**src/logic/rtc_i2c_defines.vh**
```
`ifndef RTC_I2C_DEFINES_VH
`define RTC_I2C_DEFINES_VH

// ==========================================================
// Bus addressing, formats and idle read data
`define SLAVE_ADDR 7'h32
`define PTR_AFTER_STOP 4'hF
`define PTR_WRAP_TOP 4'hF
`define FMT_WRITE 4'h0
`define FMT_STREAM_READ 4'h4
`define IDLE_READ_DATA 8'hFF

// ==========================================================
// Timing, in the block clock
`define CLK_PERIOD_NS 8
// Access watchdog: release at 0.5 s after start (lower end of window)
`define WATCHDOG_MS 500
// Carry hold released within 61 us of stop
`define CARRY_APPLY_US 61

`endif

```
**src/logic/access_timer.v**
```verilog
`timescale 1ns/1ps
// ==========================================================
// Counter that fires once when LIMIT cycles pass while running
module access_timer #(
  parameter WIDTH = 27,
  parameter [WIDTH-1:0] LIMIT = 27'd62_500_000
) (
  // Clock and reset
  input wire clk_sys,
  input wire reset,
  // Control
  input wire restart,
  input wire run,
  // Expiry pulse
  output reg expired
);
  reg [WIDTH-1:0] count;

  // Saturating count so expiry fires only once per run
  always @(posedge clk_sys or posedge reset) begin
    if (reset) begin
      count <= {WIDTH{1'b0}};
      expired <= 1'b0;
    end else begin
      expired <= 1'b0;
      if (restart || !run) begin
        count <= {WIDTH{1'b0}};
      end else if (count != LIMIT) begin
        count <= count + {{(WIDTH-1){1'b0}}, 1'b1};
        if (count == LIMIT - {{(WIDTH-1){1'b0}}, 1'b1}) begin
          expired <= 1'b1;
        end
      end
    end
  end
endmodule // access_timer

```
**src/logic/line_sync.v**
```verilog
`timescale 1ns/1ps
// ==========================================================
// Two-flop synchroniser with edge detect on the second stage
module line_sync (
  // Clock and reset
  input wire clk_sys,
  input wire reset,
  // Pin in
  input wire pin,
  // Synchronised level and edges
  output reg level,
  output wire rise,
  output wire fall
);
  reg meta;
  reg prev;

  // Idle bus rests high, so flops reset to one
  always @(posedge clk_sys or posedge reset) begin
    if (reset) begin
      meta <= 1'b1;
      level <= 1'b1;
      prev <= 1'b1;
    end else begin
      meta <= pin;
      level <= meta;
      prev <= level;
    end
  end

  assign rise = level & ~prev;
  assign fall = ~level & prev;
endmodule // line_sync

```
**src/logic/rtc_i2c_slave.v**
```verilog
`timescale 1ns/1ps
`include "rtc_i2c_defines.vh"

// Notes on behaviour
// - Idle bus rests with both lines high
// - Data fall with clock high starts
// - Data rise with clock high stops
// - Data changes only while clock low
// - Bytes of eight bits, any count
// - Receiver pulls data low for acknowledge
// - Acknowledge released at ninth clock fall
// - Master nack ends slave transmission
// - First byte: address MSB first, direction
// - Answer only to address 0110010
// - Repeated start re-sends address
// - Second write byte loads pointer, format
// - Write data stored, pointer increments
// - Pointer wraps from F to 0
// - Stop presets pointer to F
// - Format 4 streams read immediately
// - Direct read starts at current pointer
// - Outputs open drain, pull low only
// - Watchdog abandons access after 0.5 s
// - After watchdog: nack writes, FF reads
// - Time frozen during access, carry later
module rtc_i2c_slave #(
  parameter CLK_MHZ = 125,
  parameter WD_CYCLES = 62_500_000,
  parameter CARRY_CYCLES = 7625
) (
  // Clock and reset
  input wire clk_sys,
  input wire reset,
  // Serial clock pin (input only on this side)
  input wire scl_in,
  output wire scl_out,
  output wire scl_oe,
  // Serial data pin
  input wire sda_in,
  output wire sda_out,
  output wire sda_oe,
  // Register file port
  output reg [3:0] reg_addr,
  output reg [7:0] reg_wdata,
  output reg reg_write,
  input wire [7:0] reg_rdata,
  // Timekeeping hold
  output reg time_hold
);
  // Times as printed and the carry window's cycle count
  localparam WD_MS = `WATCHDOG_MS;
  localparam CARRY_US = `CARRY_APPLY_US;
  localparam CARRY_MAX = CARRY_US * CLK_MHZ;

  // Phase codes
  localparam [2:0] ST_IDLE = 3'd0;
  localparam [2:0] ST_ADDR = 3'd1;
  localparam [2:0] ST_PTR = 3'd2;
  localparam [2:0] ST_WDATA = 3'd3;
  localparam [2:0] ST_RDATA = 3'd4;
  localparam [2:0] ST_IGNORE = 3'd5;

  // ========================================================
  // Pin synchronisers
  wire scl;
  wire scl_rise;
  wire scl_fall;
  wire sda;
  wire sda_rise;
  wire sda_fall;

  line_sync u_scl (
    .clk_sys(clk_sys),
    .reset(reset),
    .pin(scl_in),
    .level(scl),
    .rise(scl_rise),
    .fall(scl_fall)
  );

  line_sync u_sda (
    .clk_sys(clk_sys),
    .reset(reset),
    .pin(sda_in),
    .level(sda),
    .rise(sda_rise),
    .fall(sda_fall)
  );

  // Conditions only valid while clock is high
  wire start_cond = sda_fall & scl & ~scl_rise;
  wire stop_cond = sda_rise & scl & ~scl_rise;

  // ========================================================
  // State
  reg [2:0] state;
  reg [3:0] bit_cnt;
  reg [7:0] shift;
  reg [3:0] pointer;
  reg [3:0] fmt;
  reg in_access;
  reg released;
  reg ack_phase;
  reg ack_drive;
  reg tx_drive;
  reg master_nack;
  reg [7:0] tx_byte;
  reg [12:0] carry_cnt;

  wire wd_expired;

  // Watchdog over a whole access, repeated starts included
  access_timer #(
    .WIDTH(27),
    .LIMIT(WD_CYCLES[26:0])
  ) u_wd (
    .clk_sys(clk_sys),
    .reset(reset),
    .restart(1'b0),
    .run(in_access),
    .expired(wd_expired)
  );

  // Read data source; FF once released
  wire [7:0] read_value = released ? `IDLE_READ_DATA : reg_rdata;

  // Open drain: only ever pull low
  assign sda_out = 1'b0;
  assign sda_oe = ack_drive | tx_drive;
  assign scl_out = 1'b0;
  assign scl_oe = 1'b0;  // no clock hold, leaves bus control to master

  // ========================================================
  // Protocol engine
  always @(posedge clk_sys or posedge reset) begin
    if (reset) begin
      state <= ST_IDLE;
      bit_cnt <= 4'h0;
      shift <= 8'h00;
      pointer <= `PTR_AFTER_STOP;
      fmt <= 4'h0;
      in_access <= 1'b0;
      released <= 1'b0;
      ack_phase <= 1'b0;
      ack_drive <= 1'b0;
      tx_drive <= 1'b0;
      master_nack <= 1'b0;
      tx_byte <= 8'h00;
      // Index mirrors the pointer from the first cycle
      reg_addr <= `PTR_AFTER_STOP;
      reg_wdata <= 8'h00;
      reg_write <= 1'b0;
    end else begin
      reg_write <= 1'b0;
      reg_addr <= pointer;
      if (stop_cond) begin
        // End of access from any phase
        state <= ST_IDLE;
        in_access <= 1'b0;
        released <= 1'b0;
        pointer <= `PTR_AFTER_STOP;
        ack_drive <= 1'b0;
        tx_drive <= 1'b0;
        ack_phase <= 1'b0;
      end else if (wd_expired) begin
        // Behave as stop; until a real stop, writes get nack and reads answer FF
        state <= ST_IGNORE;
        in_access <= 1'b0;
        released <= 1'b1;
        pointer <= `PTR_AFTER_STOP;
        ack_drive <= 1'b0;
        tx_drive <= 1'b0;
        ack_phase <= 1'b0;
      end else if (start_cond) begin
        // Fresh or repeated start: address comes next
        state <= ST_ADDR;
        in_access <= ~released;
        bit_cnt <= 4'h0;
        ack_phase <= 1'b0;
        ack_drive <= 1'b0;
        tx_drive <= 1'b0;
      end else if (scl_rise && state != ST_IDLE) begin
        // Sample on rising clock; data is stable while high
        if (ack_phase) begin
          master_nack <= sda;
        end else if (bit_cnt < 4'd8) begin
          shift <= {shift[6:0], sda};
          bit_cnt <= bit_cnt + 4'd1;
        end
      end else if (scl_fall && state != ST_IDLE) begin
        if (ack_phase) begin
          // Ninth clock falls: release or start sending
          ack_phase <= 1'b0;
          ack_drive <= 1'b0;
          bit_cnt <= 4'h0;
          if (state == ST_RDATA) begin
            if (master_nack) begin
              tx_drive <= 1'b0;
              state <= ST_IGNORE;
            end else begin
              tx_byte <= read_value;
              tx_drive <= ~read_value[7];
            end
          end
        end else if (bit_cnt == 4'd8) begin
          // Eighth clock falls: acknowledge slot
          ack_phase <= 1'b1;
          tx_drive <= 1'b0;
          case (state)
            ST_ADDR: begin
              if (shift[7:1] == `SLAVE_ADDR && !released) begin
                ack_drive <= 1'b1;
                if (shift[0]) begin
                  state <= ST_RDATA;
                end else begin
                  state <= ST_PTR;
                end
              end else if (shift[7:1] == `SLAVE_ADDR && shift[0]) begin
                // Released: reads still answer, with FF
                ack_drive <= 1'b1;
                state <= ST_RDATA;
              end else begin
                state <= ST_IGNORE;
              end
            end
            ST_PTR: begin
              pointer <= shift[7:4];
              fmt <= shift[3:0];
              ack_drive <= 1'b1;
              if (shift[3:0] == `FMT_STREAM_READ) begin
                state <= ST_RDATA;
              end else begin
                state <= ST_WDATA;
              end
            end
            ST_WDATA: begin
              reg_addr <= pointer;
              reg_wdata <= shift;
              reg_write <= 1'b1;
              pointer <= pointer + 4'd1;
              ack_drive <= 1'b1;
            end
            ST_RDATA: begin
              // Byte sent; master acks in this slot
              pointer <= pointer + 4'd1;
            end
            default: begin
              ack_drive <= 1'b0;
            end
          endcase
        end else if (state == ST_RDATA) begin
          // Shift out next bit, MSB first
          tx_byte <= {tx_byte[6:0], 1'b1};
          tx_drive <= ~tx_byte[6];
        end
      end else if (state == ST_RDATA && !ack_phase && bit_cnt == 4'd0
                   && !tx_drive && !scl) begin
        // First bit after address ack or stream entry
        tx_byte <= read_value;
        tx_drive <= ~read_value[7];
        bit_cnt <= 4'd0;
      end
    end
  end

  // ========================================================
  // Time hold and delayed carry window
  // The count may go stale during an access; the core applies carries
  // after hold drops; carry_cnt counts down after it but holds nothing off.
  always @(posedge clk_sys or posedge reset) begin
    if (reset) begin
      time_hold <= 1'b0;
      carry_cnt <= 13'h0000;
    end else if (in_access) begin
      time_hold <= 1'b1;
      carry_cnt <= CARRY_CYCLES[12:0];
    end else if (carry_cnt != 13'h0000) begin
      // Carry applied well inside the window after stop
      time_hold <= 1'b0;
      carry_cnt <= carry_cnt - 13'h0001;
    end else begin
      time_hold <= 1'b0;
    end
  end
endmodule // rtc_i2c_slave

```
**config.mk**
```make
export PLATFORM = sky130hd
export DESIGN_NAME = rtc_i2c_slave
export DESIGN_NICKNAME = d
export VERILOG_FILES = /design/src/logic/access_timer.v /design/src/logic/line_sync.v /design/src/logic/rtc_i2c_slave.v
export VERILOG_INCLUDE_DIRS = /design/src /design/src/logic
export SDC_FILE = /design/constraint.sdc
export NUM_CORES = 1
export LEC_CHECK = 0
export ABC_AREA = 0
export BUFFER_PORTS_ARGS = -buffer_cell sky130_fd_sc_hd__clkbuf_2
export CAP_MARGIN = 20
export CORE_ASPECT_RATIO = 1.4
export CORE_MARGIN = 1
export CORE_UTILIZATION = 57
export CTS_BUF_LIST = sky130_fd_sc_hd__clkbuf_8
export CTS_CLUSTER_SIZE = 24
export DETAILED_ROUTE_END_ITERATION = 7
export PLACE_DENSITY = 0.87
export SETUP_SLACK_MARGIN = 0.1
export SLEW_MARGIN = 20
export SYNTH_ARGS = -nofsm -noshare
export SYNTH_HDL_FRONTEND = slang
export SYNTH_SLANG_ARGS = --single-unit
```
**constraint.sdc**
```tcl
create_clock -name clk_sys -period 4.1 [get_ports clk_sys]
set_clock_uncertainty 0.05 [all_clocks]
set_input_delay 0.205 -clock clk_sys [delete_from_list [all_inputs] [get_ports clk_sys]]
set_output_delay 0.205 -clock clk_sys [all_outputs]
set_load 0.03 [all_outputs]
```
==> results of run 1 <==
-- sequential cells by signal (all words and copies together) (netlist names), 3 cells and up --
name and cells:
shift 8, pointer 4, state 3, reg_addr 4, reg_wdata 8, bit_cnt 4
tx_byte 7, u_wd.count 27
-- synth_stat cells (10+ instances only) --
cell type   n  share of area, %
dfrtp_1    66                41
o21ai_0    19               2.4
and2_1     20               3.1
a21oi_1    11               1.4
nand3_1    18               2.2
xnor2_1    14               3.0
nor3_1     10               1.2
nand2_1    25               2.3
dfstp_2    14               9.1
clkbuf_1   10              0.93
mux2_2     26               7.2
inv_1      17               1.6
nor2_1     28               2.6
-- area by class of cell --
| cell class | count | area (sq um) |
|---|---|---|
| sequential | 80 | 2020 |
| timing repair buffer | 29 | 158 |
| multi-input combinational | 278 | 1880 |
| clock inverter | 5 | 36.3 |
| inverter | 17 | 63.8 |
| clock buffer | 11 | 151 |
| fill | 575 | 2460 |
| tap | 95 | 119 |
-- path summary, 6_finish.rpt --
kind                                       from                        to  cells past startpoint
max                        state[1]$_DFFE_PP0P_    tx_byte[4]$_DFFE_PP0P_                      4
min                                       reset  reg_wdata[2]$_DFFE_PP0P_                      2
max reg2reg                state[1]$_DFFE_PP0P_    tx_byte[4]$_DFFE_PP0P_                      4
min reg2reg                u_scl.meta$_DFF_PP1_     u_scl.level$_DFF_PP1_                      0
max in group asynchronous                 reset     u_sda.level$_DFF_PP1_                      3
min in group clk_sys               reg_rdata[0]    tx_byte[0]$_DFFE_PP0P_                      3
-- cells in the final DEF (no fill, tap or decap), types with 6 or more instances in the layout --
cell	n
dfstp_2	14
clkbuf_8	11
or3_1	8
nor2_1	28
nor2b_1	6
nor3_1	10
dfrtp_1	66
nand2_1	25
inv_1	16
a21oi_1	11
o21ai_0	19
nand3_1	18
xnor2_1	14
mux2_2	26
xor2_1	7
nand4_1	8
clkbuf_2	26
and2_1	20
-- layer usage --
layer	vias to the layer above	track usage (%)
li1	1428	-
met1	1454	27.1
met2	62	41.2
met3	20	4.18
met4	0	14.5
met5	-	0
-- metrics by stage --
| stage | setup slack, ns | std cells |
|---|---|---|
| final | 1.42 | 515 |
| after global routing | 1.22 | 515 |
| after CTS | 1.43 | 515 |
| after detailed placement | 1.50 | 497 |
| after global placement | 1.61 | 497 |
| after floorplan | 1.82 | 392 |
-- where the power goes --
part           leakage [nW]  internal [mW]  switching [mW]
logic                 0.876          0.192           0.227
clock network         0.101          0.258           0.298
registers              1.03          0.941           0.130
-- what timing repair did --
item | in CTS | in global routing
endpoints found under the setup margin | 0 | 0
hold endpoints to repair | 2 | 0
hold buffers | 2 | 0
-- logic make-up after synthesis --
kind of cell	after synthesis	synth area share [%]
buf+inv	34	3.77
fa+ha+maj	5	1.55
flops	80	49.9
compound gates	59	9.68
simple gates	159	21.9
mux	31	8.48
xor+xnor	21	4.55
other cells	1	0.0927
==> summary.md, run 1 <==
| Metric | Value |
|---|---|
| Outcome | `finished, violations left` |
| Failing checks | `negative hold slack` |
| IO Count | `30` |
| Finished Core Util | `around 64%` |
| Largest net degree at the start of global routing | `46` |
| Met3 routed WL | `242 um` |
| Fmax | `374 MHz` |
| Flops & latches, synth | `80` |
| DR iter-0 viols | `approximately 190` |
| Worst hold path type | `input pin to async pin` |
| IO buf count | `26` |
| Total buffers and inverters traversed by the critical path | `0` |
| Leakage | `about 2.0 nW` |
| Fraction of layout cells with a size suffix above 1 | `21.4%` |
| CP Capture Type | `flop` |
| Dpl cell area | `roughly 0.0042 sq mm` |
| Final Wtd Congestion | `0.880` |
| Total CTS buffers | `9` |
| Met2 WL | `between 4000 and 5000 um` |
| Clk sink count | `80` |
| CP arrival | `2.86 ns` |
| Die X | `around 73 um` |
| Power per Cell Area | `approximately 460 mW/mm^2` |
| Setup bufs post-CTS | `0` |
| WL met1 | `3100 um` |
| DRC | `0` |
| CTS tree | `built` |
| Top sig layer | `met4` |
| Sequential area share after synthesis | `between 40 and 50%` |
| Critical Path RT | `between 4 and 5 ns` |
| Root Buffer | `clkbuf_8` |
| Sum Neg Setup Slack | `0 ns` |
| Drt wl/cell | `~15 um` |
| Pwr Total | `2.05 mW` |
| Insertion delay to the later sink of the worst-skew pair | `between 0.3 and 0.4 ns` |
| Syn Std Cell Area | `roughly 0.0040 sq mm` |
| Crit Path Class | `flop to flop` |
| Post-synth EDFFs | `0` |
| Type of origin of the critical path | `flop` |
| Final setup fails | `0` |
| Core area | `0.00689 sq mm` |
| First-pass GRT wire length | `13,400 um` |
| Routed wire length | `7820 um` |
| Final hold slack | `-0.0353 ns` |
| Crit-path leading delay family | `simple AND/OR/NAND/NOR gates` |
| Initial core utilization | `58.7%` |
| Fin. Hold Viols | `36` |
| Count of pins over their slew limit | `0` |
| Netlist cell types | `58` |
| Rows | `36` |
| Period utilisation layout | `65.3%` |
| FF-to-FF setup slack | `1.42 ns` |
| Routed via count | `~3,000` |
| Mean Syn Cell Area | `10.4 sq um` |
| Die H | `102 um` |
| Die area | `0.00744 sq mm` |
| Critical Path Fanout Max | `10` |
| Worst vdd ir | `about 0.29 mV` |
| Final #Nets | `~430` |
| Number of global-route vias before repair | `2,901` |
| Vias per Instance | `5.76` |
| CP max-delay cell | `a2111oi_4` |
| Resized Gates After CTS | `0` |
| Cell area after layout | `0.00443 sq mm` |
| RSZ-0062 raised after global routing | `no` |
| CTS Buffer Depth | `2` |
| Pin slew with the least headroom to its limit | `0.903 ns` |
| Hpwl dp | `5600 um` |
| H-tree levels | `3` |
| CTS clk-pin slew, worst paths | `0.08 ns` |
| Total grt overflow | `0` |
| Crit path largest cell delay | `approximately 0.65 ns` |
| Initial antenna violation count | `0` |
| Diode count | `0` |
| Min Tclk post-route | `2.68 ns` |
| GRT Overall Usage | `23.8%` |
| Synth warnings | `0` |
| Initial DRT Pass Iterations | `4` |
| FFs w/ async S/R, synth | `100%` |
| Worst path cell trace | `nor3b_1 -> nand4_1 -> a2111oi_4 -> mux2_2` |
| Area grow syn2layout | `9.47%` |
| Max-Cap Viols | `0` |
| Ys flop type | `dfrtp_1` |
| Rel. slew slack | `39.7%` |
| ANT nets after route | `0` |
| Mapped Cells | `390` |
Power figures use the tool's default switching activity.
==> run 2, diff against run 1 <==
Settings changed: CORE_UTILIZATION 57 to 56, PLACE_DENSITY 0.87 to 0.89.
Clock period 4.1 ns to 2.45 ns, I/O delays scaled along.
==> summary.md, run 2 (same netlist as run 1, synthesis figures left out) <==
| Metric | Value |
|---|---|
| Outcome | `finished, final reports clean` |
| Die area | `0.00757 sq mm (+1.7%)` |
| DR iter-0 viols | `243 (+27%)` |
| IO Count | `30 (unchanged)` |
| Biggest regs | `u_wd.count (27), reg_wdata (8), shift (8)` |
| # fillers | `551 (-4.2%)` |
| H-tree levels | `3 (unchanged)` |
| Rel. slew slack | `52.8% (+13 points)` |
| Count of pins over their slew limit | `0 (unchanged)` |
| Final setup margin | `0.192 ns (-1.23 ns)` |
| Area grow syn2layout | `12.5%` |
| Routed wire length | `7850 um (+0.45%)` |
| Vias per Instance | `5.72 (-0.61%)` |
| Routed via count | `3,026 (+2.1%)` |
| CP arrival | `2.45 ns (-0.41 ns)` |
| Period utilisation layout | `92.2% (+27 points)` |
| Insertion delay to the later sink of the worst-skew pair | `0.35 ns (about the same)` |
| ANT nets after route | `0 (unchanged)` |
| CTS Buffer Depth | `2 (unchanged)` |
| Core area | `0.00698 sq mm (+1.3%)` |
| Multi-input logic area | `0.00189 sq mm (+0.47%)` |
| Type of origin of the critical path | `flop` |
| RSZ-0062 raised after global routing | `no` |
| Critical R2R Launch | `state[1]$_DFFE_PP0P_` |
| IO buf count | `26 (unchanged)` |
| Initial DRT Pass Iterations | `5 (+1)` |
| Fin. Hold Viols | `0 (-100%)` |
| Initial core utilization | `57.9% (-0.76 points)` |
| Clk sink count | `80 (unchanged)` |
| Sum Neg Setup Slack | `0 ns (unchanged)` |
| Worst Reg-to-Reg Cells | `6 (+2)` |
| Number of global-route vias before repair | `2,998 (+3.3%)` |
| Worst hold start | `reg_rdata[0]` |
| DRC | `0 (unchanged)` |
| Die H | `103 um (+0.87%)` |
| Most frequent cells in the layout | `66 x dfrtp_1, 28 x nor2_1, 26 x mux2_2, 26 x clkbuf_2, 25 x nand2_1` |
| Comb power frac | `21.6% (+1.2 points)` |
| Max FFs per register | `27 (unchanged)` |
| Critical Path RT | `2.64 ns (-1.65 ns)` |
| Min Tclk post-route | `2.26 ns (-0.417 ns)` |
| Fraction of layout cells with a size suffix above 1 | `24.0% (+2.5 points)` |
| Rows | `36 (unchanged)` |
| Final setup fails | `0 (unchanged)` |
| Total grt overflow | `0 (unchanged)` |
| Place WS | `0.216 ns (-1.29 ns)` |
| Die X | `73.8 um (+0.87%)` |
| Final #Nets | `446 (+3.2%)` |
| Final Wtd Congestion | `0.935 (+6.3%)` |
| First-pass GRT wire length | `13,100 um (-1.9%)` |
| Worst vdd ir | `0.478 mV (+68%)` |
| Leakage | `2.07 nW (+2.9%)` |
| Max-Cap Viols | `0 (unchanged)` |
| Clock power share | `25.7% (-1.5 points)` |
| Hpwl dp | `5520 um (-1.5%)` |
| Largest Register | `u_wd.count` |
| Hold endpoint | `tx_byte[0]$_DFFE_PP0P_` |
| Setup crit start | `state[1]$_DFFE_PP0P_` |
| Crit Path Class | `flop to flop` |
| Largest net degree at the start of global routing | `54 (+17%)` |
| Sw power | `1.09 mW (+66%)` |
| Sequential share of power | `52.7% (+0.3 points)` |
| Worst hold path type | `input pin to flop` |
| CTS clk-pin slew, worst paths | `0.08 ns (about the same)` |
| Reg area | `0.00202 sq mm (unchanged)` |
| GRT Overall Usage | `22.9% (-0.94 points)` |
| Commonest non-fill, non-tap cell in the layout | `dfrtp_1` |
| Drt wl/cell | `14.8 um (-2.2%)` |
| Finished Core Util | `65.2% (+0.95 points)` |
| R2R Path End | `tx_byte[4]$_DFFE_PP0P_` |
| Sw frac | `31.9% (-0.10 points)` |
| Setup bufs post-CTS | `0 (unchanged)` |
| CP Capture Type | `flop` |
| Critical Path Fanout Max | `10 (unchanged)` |
| Root Buffer | `clkbuf_8` |
| Internal power | `2.32 mW (+67%)` |
| Fmax | `443 MHz (+18%)` |
| FF-to-FF setup slack | `0.19 ns (-1.23 ns)` |
| Diode count | `0 (unchanged)` |
| Initial antenna violation count | `0 (unchanged)` |
| Pin slew with the least headroom to its limit | `0.708 ns (-0.195 ns)` |
| Worst Hold Depth | `3` |
| Total CTS buffers | `9 (unchanged)` |
| CTS tree | `built` |
| Power per Cell Area | `748 mW/mm^2 (+62%)` |
## run 2: changes by cell type in the layout (fill, tap and decap cells not counted), sizes merged
cell / change
buf: +13
clkinvlp: +3
inv: -3
clkbuf: -1
clkinv: +1
dlygate4sd3: +1
## run 2: area by class of cell
type / count / area share (%)
clock buffer: 10 / 3.02
sequential: 80 / 44.4
clock inverter: 6 / 0.990
inverter: 17 / 1.40
timing repair buffer: 43 / 6.10
tap: 95 / 2.61
multi-input combinational: 278 / 41.5
## run 2: power groups by stage
stage                     clock (mW)  sequential, mW  combinational [mW]
after floorplan                    0            1.77               0.553
after global placement             0            1.79               0.689
after detailed placement           0            1.82               0.720
after CTS                      0.910            1.79               0.730
after global routing           0.956            1.83               0.817
final                          0.875            1.79               0.734
## run 2: worst max-delay path, cell delays in order, from the launching register on
cell and delay [ns]:
dfrtp_1 0.50, or3_1 0.50, nand3b_2 0.13, nand2_1 0.09, a2111oi_4 0.32, buf_4 0.22, mux2_2 0.35
## run 2: stage by stage
step	hold WS, ns	total power [mW]	cell area (sq um)	cells
2_1_floorplan	0.0770	2.33	4050	392
3_3_place_gp	0.145	2.48	4330	510
3_5_place_dp	0.148	2.54	4330	510
4_1_cts	0.0147	3.43	4540	529
5_1_grt	0.0447	3.60	4550	529
6_report	0.0389	3.40	4550	529
## run 2: timing repair
item | in CTS | in global routing
gates resized for setup | 0 | 2
endpoints found under the hold margin | 22 | 0
hold buffers | 3 | 0
setup endpoints to repair | 0 | 8
## run 2: worst max-delay path by stage
stage	to	slack [ns]	cells after the start
floorplan	tx_byte[0]$_DFFE_PP0P_	0.17	7
global placement	tx_byte[2]$_DFFE_PP0P_	0.27	6
detailed placement	shift[6]$_DFFE_PP0P_	0.22	5
CTS	shift[6]$_DFFE_PP0P_	0.20	5
global route	tx_byte[2]$_DFFE_PP0P_	0.11	6
finish	tx_byte[4]$_DFFE_PP0P_	0.19	6
## run 2: layer usage
metal  global-route usage (%)  up-vias  part of all wire (%)  wire [um]
met5                        0        -                     0          0
met4                     11.1        0                   3.0        239
met3                     5.47       31                   3.3        256
met2                     39.9       82                    52       4120
met1                     26.0     1464                    41       3240
li1                         -     1449                     -          -
==> run 3, diff against run 2 <==
Settings changed: BUFFER_PORTS_ARGS -buffer_cell sky130_fd_sc_hd__clkbuf_2 to -buffer_cell sky130_fd_sc_hd__buf_4, CORE_UTILIZATION 56 to 54, CTS_BUF_LIST sky130_fd_sc_hd__clkbuf_8 to sky130_fd_sc_hd__clkbuf_16, PLACE_DENSITY 0.89 to 0.87.
==> summary.md, run 3 (same netlist as run 1, synthesis figures left out) <==
| Metric | Value |
|---|---|
| Dpl cell area | `0.00438 sq mm (+1.2%)` |
| Min Tclk post-route | `2.29 ns (+0.0310 ns)` |
| Biggest regs | `u_wd.count (27), reg_wdata (8), shift (8)` |
| Routed via count | `3,106 (+2.6%)` |
| CTS Buffer Depth | `2 (unchanged)` |
| Clk sink count | `80 (unchanged)` |
| Internal power | `2.73 mW (+18%)` |
| Core area | `0.00731 sq mm (+4.8%)` |
| Type of origin of the critical path | `flop` |
| Period utilisation layout | `93.4% (+1.3 points)` |
| Total grt overflow | `0 (unchanged)` |
| Cell area after layout | `0.00471 sq mm (+3.5%)` |
| Critical Path RT | `2.62 ns (-0.02 ns)` |
| Initial DRT Pass Iterations | `5 (unchanged)` |
| Leakage | `2.13 nW (+3.3%)` |
| Initial core utilization | `55.3% (-2.6 points)` |
| First-pass GRT wire length | `13,400 um (+2.4%)` |
| Most frequent cells in the layout | `66 x dfrtp_1, 37 x buf_4, 28 x nor2_1` |
| CP max-delay cell | `or3_1` |
| Diode count | `0 (unchanged)` |
| Largest net degree at the start of global routing | `46 (-15%)` |
| Clock power share | `33.7% (+8.0 points)` |
| Final setup fails | `0 (unchanged)` |
| Root Buffer | `clkbuf_16` |
| Initial antenna violation count | `0 (unchanged)` |
| Critical Path Fanout Max | `10 (unchanged)` |
| Fraction of layout cells with a size suffix above 1 | `23.6% (-0.35 points)` |
| Hpwl dp | `5690 um (+3.1%)` |
| Pin slew with the least headroom to its limit | `0.736 ns (+0.0289 ns)` |
| Sequential share of power | `46.4% (-6.3 points)` |
| H-tree levels | `3 (unchanged)` |
| Worst vdd ir | `0.559 mV (+17%)` |
| Comb power frac | `19.9% (-1.7 points)` |
| Drt wl/cell | `15.5 um (+4.2%)` |
| IO Count | `30 (unchanged)` |
| Routed wire length | `8180 um (+4.2%)` |
| Count of pins over their slew limit | `0 (unchanged)` |
| Rows | `37 (+2.8%)` |
| Die H | `104 um (+1.8%)` |
| Power per Cell Area | `819 mW/mm^2 (+9.5%)` |
| Vias per Instance | `5.87 (+2.6%)` |
| Final #Nets | `444 (-0.45%)` |
| Largest Register | `u_wd.count` |
| Fin. Hold Viols | `0 (unchanged)` |
| ANT nets after route | `0 (unchanged)` |
| Number of global-route vias before repair | `2,970 (-0.93%)` |
| CP Capture Type | `flop` |
| CTS clk-pin slew, worst paths | `0.06 ns (-0.02 ns)` |
| Crit Path Class | `flop to flop` |
| Max FFs per register | `27 (unchanged)` |
| RSZ-0062 raised after global routing | `no` |
| Outcome | `finished, final reports clean` |
| Max-Cap Viols | `0 (unchanged)` |
| Die area | `0.00784 sq mm (+3.6%)` |
| CP arrival | `2.46 ns (about the same)` |
| Sw frac | `29.3% (-2.7 points)` |
| Final Wtd Congestion | `0.980 (+4.8%)` |
| Worst path cell trace | `or3_1 -> nand3b_2 -> nand2_1 -> a2111oi_4 -> buf_4 -> mux2_2` |
| Final setup margin | `0.161 ns (-0.0310 ns)` |
| Insertion delay to the later sink of the worst-skew pair | `0.34 ns (about the same)` |
| Total CTS buffers | `9 (unchanged)` |
| Sum Neg Setup Slack | `0 ns (unchanged)` |
| IO buf count | `26 (unchanged)` |
| Sw power | `1.13 mW (+3.9%)` |
| Fmax | `437 MHz (-1.4%)` |
| Worst hold path type | `input pin to flop` |
| Rel. slew slack | `50.8% (-2.0 points)` |
| DRC | `0 (unchanged)` |
| Place WS | `0.196 ns (-0.0193 ns)` |
| Commonest non-fill, non-tap cell in the layout | `dfrtp_1` |
| CTS tree | `built` |
| Die X | `75.1 um (+1.8%)` |
| Finished Core Util | `64.4% (-0.81 points)` |
| DR iter-0 viols | `239 (-1.6%)` |
| Final hold slack | `0.0566 ns (+0.0177 ns)` |
| Area grow syn2layout | `16.4%` |
| GRT Overall Usage | `22.7% (-0.21 points)` |
| Crit path largest cell delay | `0.52 ns (+0.02 ns)` |
[run 3: path summary, 6_finish.rpt]
kind,from,to,slack (ns),cells after the start
max,state[1]$_DFFE_PP0P_,tx_byte[1]$_DFFE_PP0P_,0.16,6
min,reg_rdata[0],tx_byte[0]$_DFFE_PP0P_,0.06,3
max reg2reg,state[1]$_DFFE_PP0P_,tx_byte[1]$_DFFE_PP0P_,0.16,6
min reg2reg,u_scl.meta$_DFF_PP1_,u_scl.level$_DFF_PP1_,0.30,0
max in group asynchronous,reset,u_sda.level$_DFF_PP1_,1.18,4
min in group asynchronous,reset,reg_wdata[6]$_DFFE_PP0P_,0.42,3
[run 3: area by class of cell]
class	count	area (sq um)
fillers	594	2610
flip-flops and latches	80	2020
multi-input cells	278	1890
repair buffers	41	328
clock buffers	9	225
well taps	97	121
clock inverters	7	63.8
inverters	17	63.8
[run 3: metal layers]
layer	global-route usage, %	wire length [um]
met2	38.7	4330
met5	0	0
met4	11.0	261
met1	25.7	3220
met3	5.43	369
[run 3: what timing repair did]
item | 4_1_cts | 5_1_grt
hold buffers | 3 | 0
endpoints found under the hold margin | 29 | 0
setup endpoints to repair | 0 | 7
setup buffers | 0 | 0
gates resized for setup | 0 | 2
[run 3: power by group through the flow]
stage / sequential (mW) / combinational [mW] / clock (mW)
floorplan: 1.77 / 0.553 / 0
global placement: 1.79 / 0.718 / 0
detailed placement: 1.81 / 0.754 / 0
CTS: 1.79 / 0.761 / 1.32
global route: 1.82 / 0.839 / 1.39
finish: 1.79 / 0.766 / 1.30
[run 3: metrics by stage]
step / power [mW] / cells
floorplan: 2.33 / 392
global placement: 2.51 / 510
detailed placement: 2.56 / 510
CTS: 3.87 / 529
global route: 4.05 / 529
finish: 3.86 / 529
[run 3: worst max-delay path: cells and delay by family, from the launching register on]
family / cells / cell delay [ns]
simple gates: 3 / 0.75
flops: 1 / 0.49
compound gates: 1 / 0.32
mux: 1 / 0.34
buf+inv: 1 / 0.21
